### config.mk
export PLATFORM = sky130hd
export DESIGN_NAME = apfs_pin_mux
export DESIGN_NICKNAME = d
export VERILOG_FILES = /design/src/logic/apfs_pkg.sv /design/src/logic/apfs_bit_reg.sv /design/src/logic/apfs_pin_mux.sv
export VERILOG_INCLUDE_DIRS = /design/src /design/src/logic
export SDC_FILE = /design/constraint.sdc
export NUM_CORES = 1
export LEC_CHECK = 0
export BUFFER_PORTS_ARGS = -buffer_cell sky130_fd_sc_hd__buf_2
export CAP_MARGIN = 20
export CORE_MARGIN = 2
export CORE_UTILIZATION = 41
export CTS_CLUSTER_SIZE = 16
export DETAILED_ROUTE_END_ITERATION = 7
export PLACE_DENSITY = 0.7
export SYNTH_ARGS = -nofsm -noshare
export SYNTH_HDL_FRONTEND = slang
export SYNTH_SLANG_ARGS = --single-unit
### constraint.sdc
create_clock -name core_clk_in -period 2.1 [get_ports core_clk_in]
set_input_delay 0.21 -clock core_clk_in [delete_from_list [all_inputs] [get_ports core_clk_in]]
set_output_delay 0.21 -clock core_clk_in [all_outputs]
set_load 0.01 [all_outputs]
### src/logic/apfs_defines.svh
// Offsets, field positions and reset values of the analog pin selector
`ifndef APFS_DEFINES_SVH
`define APFS_DEFINES_SVH

// Register indices; the byte address is four times the index
`define APFS_IDX_DIR2      16'hFF22
`define APFS_IDX_DIR7      16'hFF27
`define APFS_IDX_SEL_LO    16'hFF2E
`define APFS_IDX_SEL_HI    16'hFF2F
`define APFS_IDX_CHAN      16'hFF0E
`define APFS_IDX_AMP_CTRL  16'hFF40
`define APFS_IDX_CMP_EN    16'hFF41
`define APFS_IDX_STATUS    16'hFF42

// Reset values
`define APFS_RST_DIR       8'hFF
`define APFS_RST_SEL       8'h00
`define APFS_RST_CHAN      8'h00
`define APFS_RST_CTRL      8'h00

// Implemented direction bits per variant
`define APFS_IMPL2_FULL    8'hFF
`define APFS_IMPL2_MID     8'h3F
`define APFS_IMPL2_RED     8'h3D
`define APFS_IMPL7_FULL    8'h01
`define APFS_IMPL_NONE     8'h00

// Field positions
`define APFS_AMP_EN_BIT    7
`define APFS_GAIN_EN_BIT   6
`define APFS_CH_GAIN_BIT   6
`define APFS_CH_REF_BIT    7
`define APFS_CH_CODE_MSB   3
`define APFS_BITWR_FLAG    16
`define APFS_BITWR_IDX_LSB 8
`define APFS_BITWR_IDX_MSB 10
`define APFS_ST_PROHIB     0
`define APFS_ST_CONV_GAIN  1
`define APFS_ST_CONV_REF   2

// Pin roles
`define APFS_PIN_AMP_A     0
`define APFS_PIN_AMP_B     2
`define APFS_PIN_AMP_OUT   1
`define APFS_PIN_CMP_FIRST 3
`define APFS_CHAN_LAST     4'h8

`endif

### src/logic/apfs_pkg.sv
// Types shared by the analog pin selector files
package apfs_pkg;

   // Bus answer state, one-hot
   typedef enum logic [1:0] {
      apfs_st_idle   = 2'b01,
      apfs_st_access = 2'b10
   } apfs_bus_st_t;

   // Pin-count variant of the device
   typedef enum logic [1:0] {
      apfs_var_full    = 2'b00,
      apfs_var_mid     = 2'b01,
      apfs_var_reduced = 2'b10
   } apfs_variant_t;

endpackage

### src/logic/apfs_bit_reg.sv
// Eight-bit control register with byte and single-bit writes
`include "apfs_defines.svh"

module apfs_bit_reg #(
   parameter logic [7:0] RST_VAL = 8'hFF,
   parameter logic [7:0] IMPL    = 8'hFF,
   parameter logic [7:0] FILL    = 8'hFF
) (
   input  wire logic       core_clk_in,
   input  wire logic       resetn_in,
   input  wire logic       wr_in,
   input  wire logic       bit_mode_in,
   input  wire logic [2:0] bit_idx_in,
   input  wire logic       bit_val_in,
   input  wire logic [7:0] wdata_in,
   output logic      [7:0] q_out
);

   logic [7:0] value_reg;
   logic [7:0] value_next;
   logic [7:0] raw;

   // Absent bits are forced to the fill value so they never move
   always_comb begin
      raw = value_reg;
      if (wr_in) begin
         if (bit_mode_in) begin
            raw[bit_idx_in] = bit_val_in;
         end else begin
            raw = wdata_in;
         end
      end
      value_next = (raw & IMPL) | (FILL & ~IMPL);
   end

   // Storage
   always_ff @(posedge core_clk_in or negedge resetn_in) begin
      if (!resetn_in) begin
         value_reg <= (RST_VAL & IMPL) | (FILL & ~IMPL);
      end else begin
         value_reg <= value_next;
      end
   end

   assign q_out = value_reg;

endmodule

### src/logic/apfs_pin_mux.sv
// Function selector for the shared analog and digital pins of ports 2, 7
//
// Added by the designer: register access over APB.
`include "apfs_defines.svh"

// Notes on behaviour
// RULE1 - Port 2 direction: 0 drives, 1 inputs
// RULE2 - Port 7 bit 0 same direction coding
// RULE3 - Reset loads both direction registers ones
// RULE4 - Analog input only while direction is input
// RULE5 - Output latch ignored for analog pins
// RULE6 - Direction registers take byte or bit writes
// RULE7 - Software writes ones to absent bits
// RULE8 - Digital pin unselected acts as port I/O
// RULE9 - Software avoids digital channel, analog output
// RULE10 - Analog input converted only when selected
// RULE11 - Amplifier enable routes pins 0, 2
// RULE12 - Comparator enable routes pins 3 to 5
// RULE13 - Gain enable makes pin 1 gain input
// RULE14 - Amplifier enable puts output on pin 1
// RULE15 - No amplifier while pin 1 digital
// RULE16 - Select bit: 0 analog, 1 digital
// RULE17 - Channel code picks pin, gain or reference
// RULE18 - Absent direction bits read one, ignore writes
module apfs_pin_mux #(
   parameter apfs_pkg::apfs_variant_t VARIANT = apfs_pkg::apfs_var_full,
   parameter int                      ADDR_W  = 18
) (
   input  wire logic              core_clk_in,
   input  wire logic              resetn_in,
   input  wire logic              psel_in,
   input  wire logic              penable_in,
   input  wire logic              pwrite_in,
   input  wire logic [ADDR_W-1:0] paddr_in,
   input  wire logic [31:0]       pwdata_in,
   input  wire logic [3:0]        pstrb_in,
   output logic      [31:0]       prdata_out,
   output logic                   pready_out,
   output logic                   pslverr_out,
   input  wire logic [8:0]        pad_in,
   input  wire logic [8:0]        out_latch_in,
   output logic      [8:0]        pad_out,
   output logic      [8:0]        pad_oe_n_out,
   output logic      [8:0]        dig_in_out,
   output logic      [8:0]        conv_pin_out,
   output logic                   conv_gain_out,
   output logic                   conv_ref_out,
   output logic      [1:0]        amp_in_out,
   output logic                   amp_out_pin_out,
   output logic                   gain_in_out,
   output logic      [2:0]        cmp_pos_out,
   output logic                   prohibited_out
);

   // ***********************************************************
   // Register file
   // ***********************************************************
   localparam logic [7:0] DIR2_IMPL =
      (VARIANT == apfs_pkg::apfs_var_reduced) ? `APFS_IMPL2_RED :
      (VARIANT == apfs_pkg::apfs_var_mid)     ? `APFS_IMPL2_MID :
                                                `APFS_IMPL2_FULL;
   localparam logic [7:0] DIR7_IMPL =
      (VARIANT == apfs_pkg::apfs_var_full) ? `APFS_IMPL7_FULL :
                                             `APFS_IMPL_NONE;

   apfs_pkg::apfs_bus_st_t st_reg;
   apfs_pkg::apfs_bus_st_t st_next;
   logic [31:0] prdata_reg;
   logic [31:0] prdata_next;
   logic        pready_reg;
   logic        pready_next;
   logic        pslverr_reg;
   logic        pslverr_next;
   logic [15:0] idx;
   logic        aligned;
   logic        hit;
   logic        wr_go;
   logic        bit_mode;
   logic [2:0]  bit_idx;
   logic [7:0]  dir2_q;
   logic [7:0] dir7_q;
   logic [7:0]  sel_lo_q;
   logic [7:0]  sel_hi_q;
   logic [7:0]  chan_reg;
   logic [7:0]  chan_next;
   logic [7:0]  amp_ctrl_reg;
   logic [7:0]  amp_ctrl_next;
   logic [7:0]  cmp_en_reg;
   logic [7:0]  cmp_en_next;
   logic [7:0]  status;

   // Address decode; a misaligned address is treated as unmapped
   assign idx     = 16'(paddr_in[ADDR_W-1:2]);
   assign aligned = (paddr_in[1:0] == 2'h0);
   assign hit     = aligned && (idx == `APFS_IDX_DIR2 ||
                    idx == `APFS_IDX_DIR7 || idx == `APFS_IDX_SEL_LO ||
                    idx == `APFS_IDX_SEL_HI || idx == `APFS_IDX_CHAN ||
                    idx == `APFS_IDX_AMP_CTRL ||
                    idx == `APFS_IDX_CMP_EN || idx == `APFS_IDX_STATUS);
   // A write lands only on the edge that completes the access phase
   assign wr_go    = (st_reg == apfs_pkg::apfs_st_access) && psel_in &&
                     penable_in && pwrite_in && pready_reg && hit &&
                     pstrb_in[0];
   assign bit_mode = pwdata_in[`APFS_BITWR_FLAG];
   assign bit_idx  = pwdata_in[`APFS_BITWR_IDX_MSB:`APFS_BITWR_IDX_LSB];
   assign status   = {5'h00, conv_ref_out, conv_gain_out, prohibited_out};

   // Zero-wait answer: ready rises with the first access cycle
   always_comb begin
      st_next      = st_reg;
      pready_next  = 1'b0;
      pslverr_next = 1'b0;
      prdata_next  = prdata_reg;
      unique case (st_reg)
         apfs_pkg::apfs_st_idle: begin
            if (psel_in && !penable_in) begin
               st_next      = apfs_pkg::apfs_st_access;
               pready_next  = 1'b1;
               pslverr_next = !hit;
               prdata_next  = 32'h0000_0000;
               if (!pwrite_in && aligned) begin
                  unique case (idx)
                     `APFS_IDX_DIR2:     prdata_next[7:0] = dir2_q;
                     `APFS_IDX_DIR7:     prdata_next[7:0] = dir7_q;
                     `APFS_IDX_SEL_LO:   prdata_next[7:0] = sel_lo_q;
                     `APFS_IDX_SEL_HI:   prdata_next[7:0] = sel_hi_q;
                     `APFS_IDX_CHAN:     prdata_next[7:0] = chan_reg;
                     `APFS_IDX_AMP_CTRL: prdata_next[7:0] = amp_ctrl_reg;
                     `APFS_IDX_CMP_EN:   prdata_next[7:0] = cmp_en_reg;
                     `APFS_IDX_STATUS:   prdata_next[7:0] = status;
                     default:            prdata_next      = 32'h0000_0000;
                  endcase
               end
            end
         end
         apfs_pkg::apfs_st_access: begin
            st_next = apfs_pkg::apfs_st_idle;
         end
      endcase
   end

   // Plain control registers, byte or single-bit written
   always_comb begin
      chan_next     = chan_reg;
      amp_ctrl_next = amp_ctrl_reg;
      cmp_en_next   = cmp_en_reg;
      if (wr_go && idx == `APFS_IDX_CHAN) begin
         if (bit_mode) chan_next[bit_idx] = pwdata_in[0];
         else chan_next = pwdata_in[7:0];
      end
      if (wr_go && idx == `APFS_IDX_AMP_CTRL) begin
         if (bit_mode) amp_ctrl_next[bit_idx] = pwdata_in[0];
         else amp_ctrl_next = pwdata_in[7:0];
      end
      if (wr_go && idx == `APFS_IDX_CMP_EN) begin
         if (bit_mode) cmp_en_next[bit_idx] = pwdata_in[0];
         else cmp_en_next = pwdata_in[7:0];
      end
   end

   always_ff @(posedge core_clk_in or negedge resetn_in) begin
      if (!resetn_in) begin
         st_reg       <= apfs_pkg::apfs_st_idle;
         prdata_reg   <= 32'h0000_0000;
         pready_reg   <= 1'b0;
         pslverr_reg  <= 1'b0;
         chan_reg     <= `APFS_RST_CHAN;
         amp_ctrl_reg <= `APFS_RST_CTRL;
         cmp_en_reg   <= `APFS_RST_CTRL;
      end else begin
         st_reg       <= st_next;
         prdata_reg   <= prdata_next;
         pready_reg   <= pready_next;
         pslverr_reg  <= pslverr_next;
         chan_reg     <= chan_next;
         amp_ctrl_reg <= amp_ctrl_next;
         cmp_en_reg   <= cmp_en_next;
      end
   end

   assign prdata_out  = prdata_reg;
   assign pready_out  = pready_reg;
   assign pslverr_out = pslverr_reg;

   // Direction registers start all ones, absent bits pinned high
   apfs_bit_reg #(.RST_VAL(`APFS_RST_DIR), .IMPL(DIR2_IMPL),
      .FILL(`APFS_RST_DIR)) u_dir2 ( // [RULE3] [RULE6] [RULE18]
      .core_clk_in (core_clk_in),
      .resetn_in   (resetn_in),
      .wr_in       (wr_go && idx == `APFS_IDX_DIR2),
      .bit_mode_in (bit_mode),
      .bit_idx_in  (bit_idx),
      .bit_val_in  (pwdata_in[0]),
      .wdata_in    (pwdata_in[7:0]),
      .q_out       (dir2_q)
   );
   apfs_bit_reg #(.RST_VAL(`APFS_RST_DIR), .IMPL(DIR7_IMPL),
      .FILL(`APFS_RST_DIR)) u_dir7 ( // [RULE2] [RULE3] [RULE18]
      .core_clk_in (core_clk_in),
      .resetn_in   (resetn_in),
      .wr_in       (wr_go && idx == `APFS_IDX_DIR7),
      .bit_mode_in (bit_mode),
      .bit_idx_in  (bit_idx),
      .bit_val_in  (pwdata_in[0]),
      .wdata_in    (pwdata_in[7:0]),
      .q_out       (dir7_q)
   );
   // Selection registers; absent port 7 bits read as analog and ignore writes, all port 2 bits stay writable
   apfs_bit_reg #(.RST_VAL(`APFS_RST_SEL), .IMPL(`APFS_IMPL2_FULL),
      .FILL(`APFS_RST_SEL)) u_sel_lo (
      .core_clk_in (core_clk_in),
      .resetn_in   (resetn_in),
      .wr_in       (wr_go && idx == `APFS_IDX_SEL_LO),
      .bit_mode_in (bit_mode),
      .bit_idx_in  (bit_idx),
      .bit_val_in  (pwdata_in[0]),
      .wdata_in    (pwdata_in[7:0]),
      .q_out       (sel_lo_q)
   );
   apfs_bit_reg #(.RST_VAL(`APFS_RST_SEL), .IMPL(DIR7_IMPL),
      .FILL(`APFS_RST_SEL)) u_sel_hi (
      .core_clk_in (core_clk_in),
      .resetn_in   (resetn_in),
      .wr_in       (wr_go && idx == `APFS_IDX_SEL_HI),
      .bit_mode_in (bit_mode),
      .bit_idx_in  (bit_idx),
      .bit_val_in  (pwdata_in[0]),
      .wdata_in    (pwdata_in[7:0]),
      .q_out       (sel_hi_q)
   );

   // ***********************************************************
   // Pin function decode
   // ***********************************************************
   logic [8:0] dir_all;
   logic [8:0] dig_all;
   logic [8:0] chsel;
   logic       amp_en;
   logic       gain_en;
   logic       gain_pick;
   logic       ref_pick;
   logic [8:0] pad_s1_reg;
   logic [8:0] pad_s2_reg;
   logic [8:0] oe_n_next;
   logic [8:0] drive_next;
   logic [8:0] din_next;
   logic [8:0] conv_next;
   logic [1:0] amp_in_next;
   logic [2:0] cmp_next;
   logic       prohib_next;
   logic [8:0] oe_n_reg;
   logic [8:0] drive_reg;
   logic [8:0] din_reg;
   logic [8:0] conv_reg;
   logic [1:0] amp_in_reg;
   logic [2:0] cmp_reg;
   logic       prohib_reg;
   logic       amp_out_reg;
   logic       gain_in_reg;
   logic       conv_gain_reg;
   logic       conv_ref_reg;

   assign dir_all   = {dir7_q[0], dir2_q};
   assign dig_all   = {sel_hi_q[0], sel_lo_q}; // [RULE16]
   assign amp_en    = amp_ctrl_reg[`APFS_AMP_EN_BIT];
   assign gain_en   = amp_ctrl_reg[`APFS_GAIN_EN_BIT];
   assign ref_pick  = chan_reg[`APFS_CH_REF_BIT];
   assign gain_pick = !ref_pick && chan_reg[`APFS_CH_GAIN_BIT];
   // Codes above the last channel pick no pin
   assign chsel = (!ref_pick && !gain_pick &&
                  chan_reg[`APFS_CH_CODE_MSB:0] <= `APFS_CHAN_LAST) ?
                  9'(9'h001 << chan_reg[`APFS_CH_CODE_MSB:0]) :
                  9'h000; // [RULE17]

   // Pads come from outside; only the second stage is read
   always_ff @(posedge core_clk_in or negedge resetn_in) begin
      if (!resetn_in) begin
         pad_s1_reg <= 9'h000;
         pad_s2_reg <= 9'h000;
      end else begin
         pad_s1_reg <= pad_in;
         pad_s2_reg <= pad_s1_reg;
      end
   end

   // Per-pin function; prohibited setups leave the pin undriven
   always_comb begin
      oe_n_next   = 9'h1FF;
      drive_next  = 9'h000;
      din_next    = 9'h000;
      conv_next   = 9'h000;
      prohib_next = 1'b0;
      for (int i = 0; i < 9; i++) begin
         if (dig_all[i]) begin
            if (chsel[i]) begin
               prohib_next = 1'b1; // [RULE9]
            end else if (i == `APFS_PIN_AMP_OUT && amp_en) begin
               prohib_next = 1'b1; // [RULE15]
            end else if (!dir_all[i]) begin
               oe_n_next[i]  = 1'b0; // [RULE1] [RULE2] [RULE8]
               drive_next[i] = out_latch_in[i];
            end else begin
               din_next[i] = pad_s2_reg[i]; // [RULE8]
            end
         end else if (dir_all[i]) begin
            // Latch never reaches an analog pin
            conv_next[i] = chsel[i]; // [RULE4] [RULE5] [RULE10]
         end else if (i == `APFS_PIN_AMP_OUT && (amp_en || gain_en)) begin
            conv_next[i] = chsel[i] && amp_en; // [RULE14]
         end else begin
            prohib_next = 1'b1; // [RULE4] [RULE9]
         end
      end
      amp_in_next[0] = !dig_all[`APFS_PIN_AMP_A] &&
                       dir_all[`APFS_PIN_AMP_A] && amp_en; // [RULE11]
      amp_in_next[1] = !dig_all[`APFS_PIN_AMP_B] &&
                       dir_all[`APFS_PIN_AMP_B] && amp_en; // [RULE11]
      // Pins 3, 4, 5 feed comparators 2, 0, 1
      cmp_next[0] = !dig_all[4] && dir_all[4] && cmp_en_reg[0];
      cmp_next[1] = !dig_all[5] && dir_all[5] && cmp_en_reg[1];
      cmp_next[2] = !dig_all[3] && dir_all[3] &&
                    cmp_en_reg[2]; // [RULE12]
   end

   // All pin-facing outputs leave from flops
   always_ff @(posedge core_clk_in or negedge resetn_in) begin
      if (!resetn_in) begin
         oe_n_reg      <= 9'h1FF;
         drive_reg     <= 9'h000;
         din_reg       <= 9'h000;
         conv_reg      <= 9'h000;
         amp_in_reg    <= 2'h0;
         cmp_reg       <= 3'h0;
         prohib_reg    <= 1'b0;
         amp_out_reg   <= 1'b0;
         gain_in_reg   <= 1'b0;
         conv_gain_reg <= 1'b0;
         conv_ref_reg  <= 1'b0;
      end else begin
         oe_n_reg      <= oe_n_next;
         drive_reg     <= drive_next;
         din_reg       <= din_next;
         conv_reg      <= conv_next;
         amp_in_reg    <= amp_in_next;
         cmp_reg       <= cmp_next;
         prohib_reg    <= prohib_next;
         amp_out_reg   <= !dig_all[`APFS_PIN_AMP_OUT] && amp_en; // [RULE14]
         gain_in_reg   <= !dig_all[`APFS_PIN_AMP_OUT] &&
                          gain_en; // [RULE13] [RULE14]
         conv_gain_reg <= gain_pick && gain_en; // [RULE13]
         conv_ref_reg  <= ref_pick; // [RULE17]
      end
   end

   assign pad_oe_n_out    = oe_n_reg;
   assign pad_out         = drive_reg;
   assign dig_in_out      = din_reg;
   assign conv_pin_out    = conv_reg;
   assign amp_in_out      = amp_in_reg;
   assign cmp_pos_out     = cmp_reg;
   assign prohibited_out  = prohib_reg;
   assign amp_out_pin_out = amp_out_reg;
   assign gain_in_out     = gain_in_reg;
   assign conv_gain_out   = conv_gain_reg;
   assign conv_ref_out    = conv_ref_reg;

   logic dir_written_reg;
   always_ff @(posedge core_clk_in or negedge resetn_in) begin
      if (!resetn_in) dir_written_reg <= 1'b0;
      else if (wr_go && idx == `APFS_IDX_DIR2) dir_written_reg <= 1'b1;
   end
endmodule

[Yosys cells after proc, flatten, opt, wreduce, memory -nomap -nowiden]
Cells that the tools add are included.
Storage, ports and cells
  register bits after elaboration: 142
  input bits: 77
  output and inout bits: 80
  logic and storage cells: 251
Operators by class
  magnitude comparators: 3
  eq/ne operators: 11
  shifts and indexed selects: 1
  mux-type cells: 157
  reduce and logical (&&, ||, !) cells: 55
Operators by type and width (number)
  1-bit two-way mux: 139
  16-bit equality test, second input constant: 8
  8-bit case mux with 8 select lines: 1
  8-bit bitwise mux: 7
  8-bit two-way mux: 6
  1-bit logical AND: 34
  1-bit zero test: 11
  9-bit two-way mux: 1
  1-bit by 4-bit left shift with 9-bit output, first input constant: 1
  1-bit logical OR: 8
  4-bit <= comparator, second input constant: 1
  3-bit by 4-bit < comparator with 1-bit output, second input constant: 1
  2-bit case mux with 2 select lines: 1
  1-bit demux with 3-bit select: 1
  3-bit by 1-bit >= comparator with 1-bit output, second input constant: 1
  2-bit by 1-bit equality test with 1-bit output, second input constant: 1
  2-bit equality test, second input constant: 1
  2-bit zero test: 1
  2-bit two-way mux: 1
  2-bit != test, second input constant: 1
  2-bit AND reduction: 1

[Logic depth before layout (Yosys ltp)]
  depth after elaboration: 25
  mapped depth: 7
  mapped depth without buffers: 5

[By module]
A second synthesis with hierarchy kept.
Second synthesis, totals
  cells, all modules: 591
  area total of the unflattened synthesis: 6029.5 sq um
By module, submodules not included
  apfs_pin_mux: instances 1, cells each 451, area each 4772.1 sq um, sequential area each 2514.9 sq um
  apfs_bit_reg at u_dir2: instances 1, cells each 55, area each 508.0 sq um, sequential area each 210.2 sq um
  apfs_bit_reg at u_sel_lo: instances 1, cells each 55, area each 498.0 sq um, sequential area each 200.2 sq um
  apfs_bit_reg at u_dir7: instances 1, cells each 15, area each 126.4 sq um, sequential area each 26.3 sq um
  apfs_bit_reg at u_sel_hi: instances 1, cells each 15, area each 125.1 sq um, sequential area each 25.0 sq um

[Worst setup path after synthesis]
Ideal clock, no wire load.
  kind: input port to flip-flop
  from: input port paddr_in[2]
  to: register u_sel_lo.value_reg[0], in the netlist u_sel_lo.q_out[0]
  library setup time: 0.125 ns
  arrival: 1.869 ns
  required time: 1.975 ns
  slack: 0.106 ns
  cell stages on the path: 6
  path buffers: 1
  cells stage by stage: clkbuf_1 > nand4b_2 > or4_4 > nor3_4 > nand2_1 > mux2_4
Between the ends
  longest elaborated chain between the ends: 12
  elaborated cells between the ends (all ways): 19
  classes of those cells: eq/ne (8); reduce/logical (11)
Ends and longest elaborated chain
  start, declared: line apfs_pin_mux.sv:34  | input wire logic [ADDR_W-1:0] paddr_in,
  16-bit equality test
  1-bit logical OR (no source line) (7 in series)
  1-bit logical AND: line apfs_pin_mux.sv:95  | assign hit = aligned && (idx == `APFS_IDX_DIR2 ||
  1-bit logical AND (2 in series): line apfs_pin_mux.sv:102  | penable_in && pwrite_in && pready_reg && hit &&
  1-bit logical AND (no source line) (*)
  end signal, assigned: line apfs_bit_reg.sv:39  | value_reg <= (RST_VAL & IMPL) | (FILL & ~IMPL);
  end signal, assigned: line apfs_bit_reg.sv:41  | value_reg <= value_next;
  end, declared: line apfs_bit_reg.sv:19  | logic [7:0] value_reg;
Mark *: on every way between the ends. The rest lies on a longest branch, timed or not.
A chain may end at the register's enable or synchronous reset.

[Worst setup path after layout]
  from: register st_reg[0]
  to: register u_sel_lo.value_reg[2], in the netlist u_sel_lo.q_out[2]
Between the ends
  longest elaborated chain between the ends: 8
Ends and longest elaborated chain
  start, declared: line apfs_pin_mux.sv:66  | apfs_pkg::apfs_bus_st_t st_reg;
  start signal, assigned: line apfs_pin_mux.sv:163  | st_reg <= apfs_pkg::apfs_st_idle;
  start signal, assigned: line apfs_pin_mux.sv:171  | st_reg <= st_next;
  2-bit equality test: line apfs_pin_mux.sv:101  | assign wr_go = (st_reg == apfs_pkg::apfs_st_access) && psel_in &&
  1-bit logical AND (2 in series): line apfs_pin_mux.sv:101
  1-bit logical AND (4 in series): line apfs_pin_mux.sv:102
  1-bit logical AND (no source line)
Every way passes these cells.

==> results.txt <==
- Placeable core region: between 0.01 and 0.015 mm^2
- Timing analysis after detailed placement gives a worst setup slack of -48.8 ps.
- After synthesis, flip-flops and latches occupy a little under three fifths of the total area.
* Headroom to the max-slew limit: slightly below 60%
* Maximum clock rate: about 490 MHz
- Count of buffers inserted at the top-level ports: 109
- In this run the biggest area consumer among cell types represents 46.4% of the synthesized area.
- Cells after Synth: roughly 490
- Clk sinks: 118
- HPWL after detailed placement: between 9000 and 10000 um
- For this run, the leading register cell type out of synthesis is sky130_fd_sc_hd__dfrtp_1.
- Number of levels the H-tree was split into: 4
- At the end of the flow, the number of nets in the layout was roughly 740.
- Buffer levels on the longest clock path: 2
- The routed layout has 4370 vias.
- Maximum number of pins on one net before global-route repair: 43
* GRT Residual Overflow: 0
- After the first detailed-routing iteration, the DRC count stood at about 430.
- The number of global-route vias before repair came to between 4k and 5k.
- The critical path contains buffers and inverters numbering 0 combined.
- The largest individual stage delay along the critical path comes from the cell sky130_fd_sc_hd__or3_1.
* Yosys synthesis warning count: 0
* I/O pins: 157
- Area growth from synthesis to final layout: 32.0%
- Wire length per cell after detailed routing: ~17 um
* Delay contributed by the slowest stage of the critical path: roughly 550 ps
- Post-synthesis register bit count: between 100 and 150
* Cell taking the most area after synthesis: sky130_fd_sc_hd__dfrtp_1
- The number of antenna violations at the first check in global routing was 2.
- Crit path launch type: flop
* Number of buffers created by CTS: 17
- Critical path peak fanout: 8
- Top area cells in the synthesized netlist: sky130_fd_sc_hd__dfrtp_1 46%, sky130_fd_sc_hd__dfstp_2 9.3%, sky130_fd_sc_hd__mux2_2 7.0%, sky130_fd_sc_hd__nand2_1 5.9%, sky130_fd_sc_hd__buf_4 3.4%
- Type of element capturing the critical path: flop
- After detailed routing, the number of remaining DRC violations is 0.
- Clock root buffer: sky130_fd_sc_hd__clkbuf_16
- All-layer global routing usage: just over 20%
* Initial Utilization: between 40 and 50%
- Total power divided by cell area: between 700 and 800 mW/mm^2
- Clock transition at the registers of the reported paths: 60 ps
- After synthesis, the share of flip-flops with an asynchronous set or reset is 100%.
- After synthesis the cells add up to between 0.005 and 0.006 mm^2.
- Setup violations, final: 0
- The final hold violation count was 0.
* Smallest hold slack: 15.4 ps
- TritonCTS built the clock tree.
* Distinct cell type count after synthesis: 54
- In the routed layout, each cell is associated on average with a via count of between 5 and 6.
- Data on the critical path arrives at its endpoint at approximately 2300 ps.
- Total detailed-routing wirelength: roughly 14000 um
- At the pin with the least slew margin, the transition time is ~600 ps.
* Setup repair after global routing missed its margin: true
- The first global-routing pass estimated roughly 22000 um of wire.
* Cell leakage power: about 3.4 nW
* FP Rows: 41
- The post-route netlist has 38.6% of its cells at a drive strength greater than 1.
- Run status: finished, final reports clean
- Die X-Extent: 118 um
- Yosys mapped a number of flops with a built-in enable equal to 0.
- The commonest cells after synthesis are 99 x sky130_fd_sc_hd__dfrtp_1, 84 x sky130_fd_sc_hd__nand2_1, 38 x sky130_fd_sc_hd__nor2_1, 33 x sky130_fd_sc_hd__mux2_2, 26 x sky130_fd_sc_hd__inv_1.
* Final TNS setup: 0 ps
* Clock skew: 7.06 ps
- Post-CTS Repair Setup Buffers: 0
- Worst path top cell family by delay: simple AND/OR/NAND/NOR gates
* Peak supply drop: around 0.60 mV
- Subtracting the final worst setup slack from the clock period gives slightly above 2000 ps.
- Data required, critical path: between 2000 and 2500 ps
- Hold crit path type: primary input to flop
- Routability-driven placement finished with a final weighted congestion of 0.882.
- At the later pin of the worst-skew pair, clock insertion delay measures approximately 420 ps.
- The count of nets left with antenna violations once routing finished came out at 0.
* Final worst-path setup slack: around 63 ps
- The average instance in the mapped netlist occupies 10.8 um^2.
* Post-route clock period utilization: between 90% and 100%
- Library cell with the highest instance count after synthesis: sky130_fd_sc_hd__dfrtp_1
- Max-cap violations in this run came to 0.
- Die Y-Extent: approximately 120 um
- Number of slew-limit violations in the final report: 0
- The critical path goes through nand2b_1, or3_1, a21oi_1, nand2_1, mux2_4.
* Startpoint-to-endpoint class of the critical path: flop to flop
- The first TritonRoute pass finished after 5 iterations.
- Die area: about 0.014 mm^2
[final timing paths]
kind,start,to,slack [ps],depth (start not counted)
max,st_reg[0]$_DFFE_PN1P_,u_sel_lo.q_out[2]$_DFFE_PN0P_,60,5
min,out_latch_in[2],pad_out[2]$_DFF_PN0_,20,3
max reg2reg,st_reg[0]$_DFFE_PN1P_,u_sel_lo.q_out[2]$_DFFE_PN0P_,60,5
min reg2reg,pad_s1_reg[4]$_DFF_PN0_,pad_s2_reg[4]$_DFF_PN0_,350,0
max in group asynchronous,resetn_in,pad_oe_n_out[6]$_DFF_PN1_,1030,3
min in group asynchronous,resetn_in,dig_in_out[8]$_DFF_PN0_,340,2
[stage by stage]
step	cells	total power, mW	util (%)	instance area, um^2
6_report	848	5.55	55.7	7050
5_1_grt	846	5.73	55.6	7050
4_1_cts	846	5.59	55.6	7040
3_5_place_dp	797	2.68	49.6	6280
3_3_place_gp	797	2.66	49.6	6280
2_1_floorplan	517	2.54	-	5430
[final cells by class]
type | count | area [um^2]
clock inverter | 15 | 169
timing repair buffer | 162 | 1040
sequential | 118 | 2980
inverter | 26 | 97.6
fill | 1112 | 5620
multi-input combinational | 336 | 2130
clock buffer | 17 | 425
tap | 172 | 215
antenna | 2 | 5.00
[layer usage]
layer	vias up	global-route usage, %	part of all wire, %
li1	1992	-	-
met4	0	9.04	2.1
met5	-	0	0
met1	2179	25.6	41
met2	171	33.7	50
met3	28	6.27	6.8
[worst reg2reg max path: stages, from the launching register on]
cell	delay, ps
sky130_fd_sc_hd__dfstp_2	370
sky130_fd_sc_hd__nand2b_1	150
sky130_fd_sc_hd__or3_1	550
sky130_fd_sc_hd__a21oi_1	410
sky130_fd_sc_hd__nand2_1	130
sky130_fd_sc_hd__mux2_4	310
[logic make-up after synthesis]
kind of cell | count (synthesis) | synth area share (%)
simple gates | 206 | 20.3
flops | 118 | 55.7
buf+inv | 63 | 6.20
compound gates | 55 | 6.72
mux | 51 | 11.0
other cells | 1 | 0.0702
[where the power goes]
| part | internal [mW] | switching (mW) |
|---|---|---|
| Clock | 1.77 | 1.11 |
| Combinational | 0.129 | 0.196 |
| Sequential | 2.33 | 0.0167 |
| Total | 4.22 | 1.33 |
[what timing repair did]
item                                    4_1_cts  5_1_grt
hold endpoints to repair                     49        0
hold buffers                                 17        0
gates resized for setup                       0        2
endpoints found under the setup margin        0        7
[placed cells by master, fill, tap and decap left out, types with 6 or more instances in the layout]
master and instances:
sky130_fd_sc_hd__a21oi_1 12, sky130_fd_sc_hd__buf_2 108, sky130_fd_sc_hd__buf_4 33, sky130_fd_sc_hd__clkbuf_16 17
sky130_fd_sc_hd__conb_1 24, sky130_fd_sc_hd__dfrtp_1 99, sky130_fd_sc_hd__dfstp_2 19, sky130_fd_sc_hd__dlygate4sd3_1 17
sky130_fd_sc_hd__inv_1 26, sky130_fd_sc_hd__mux2_2 33, sky130_fd_sc_hd__mux2_4 7, sky130_fd_sc_hd__mux2i_1 9
sky130_fd_sc_hd__nand2_1 84, sky130_fd_sc_hd__nand2b_1 10, sky130_fd_sc_hd__nand3_1 10, sky130_fd_sc_hd__nand4_1 7
sky130_fd_sc_hd__nor2_1 38, sky130_fd_sc_hd__nor3_1 8, sky130_fd_sc_hd__o21ai_0 14, sky130_fd_sc_hd__o22ai_1 6
sky130_fd_sc_hd__or2_2 9
No activity file was read; power rests on OpenSTA's default activity.
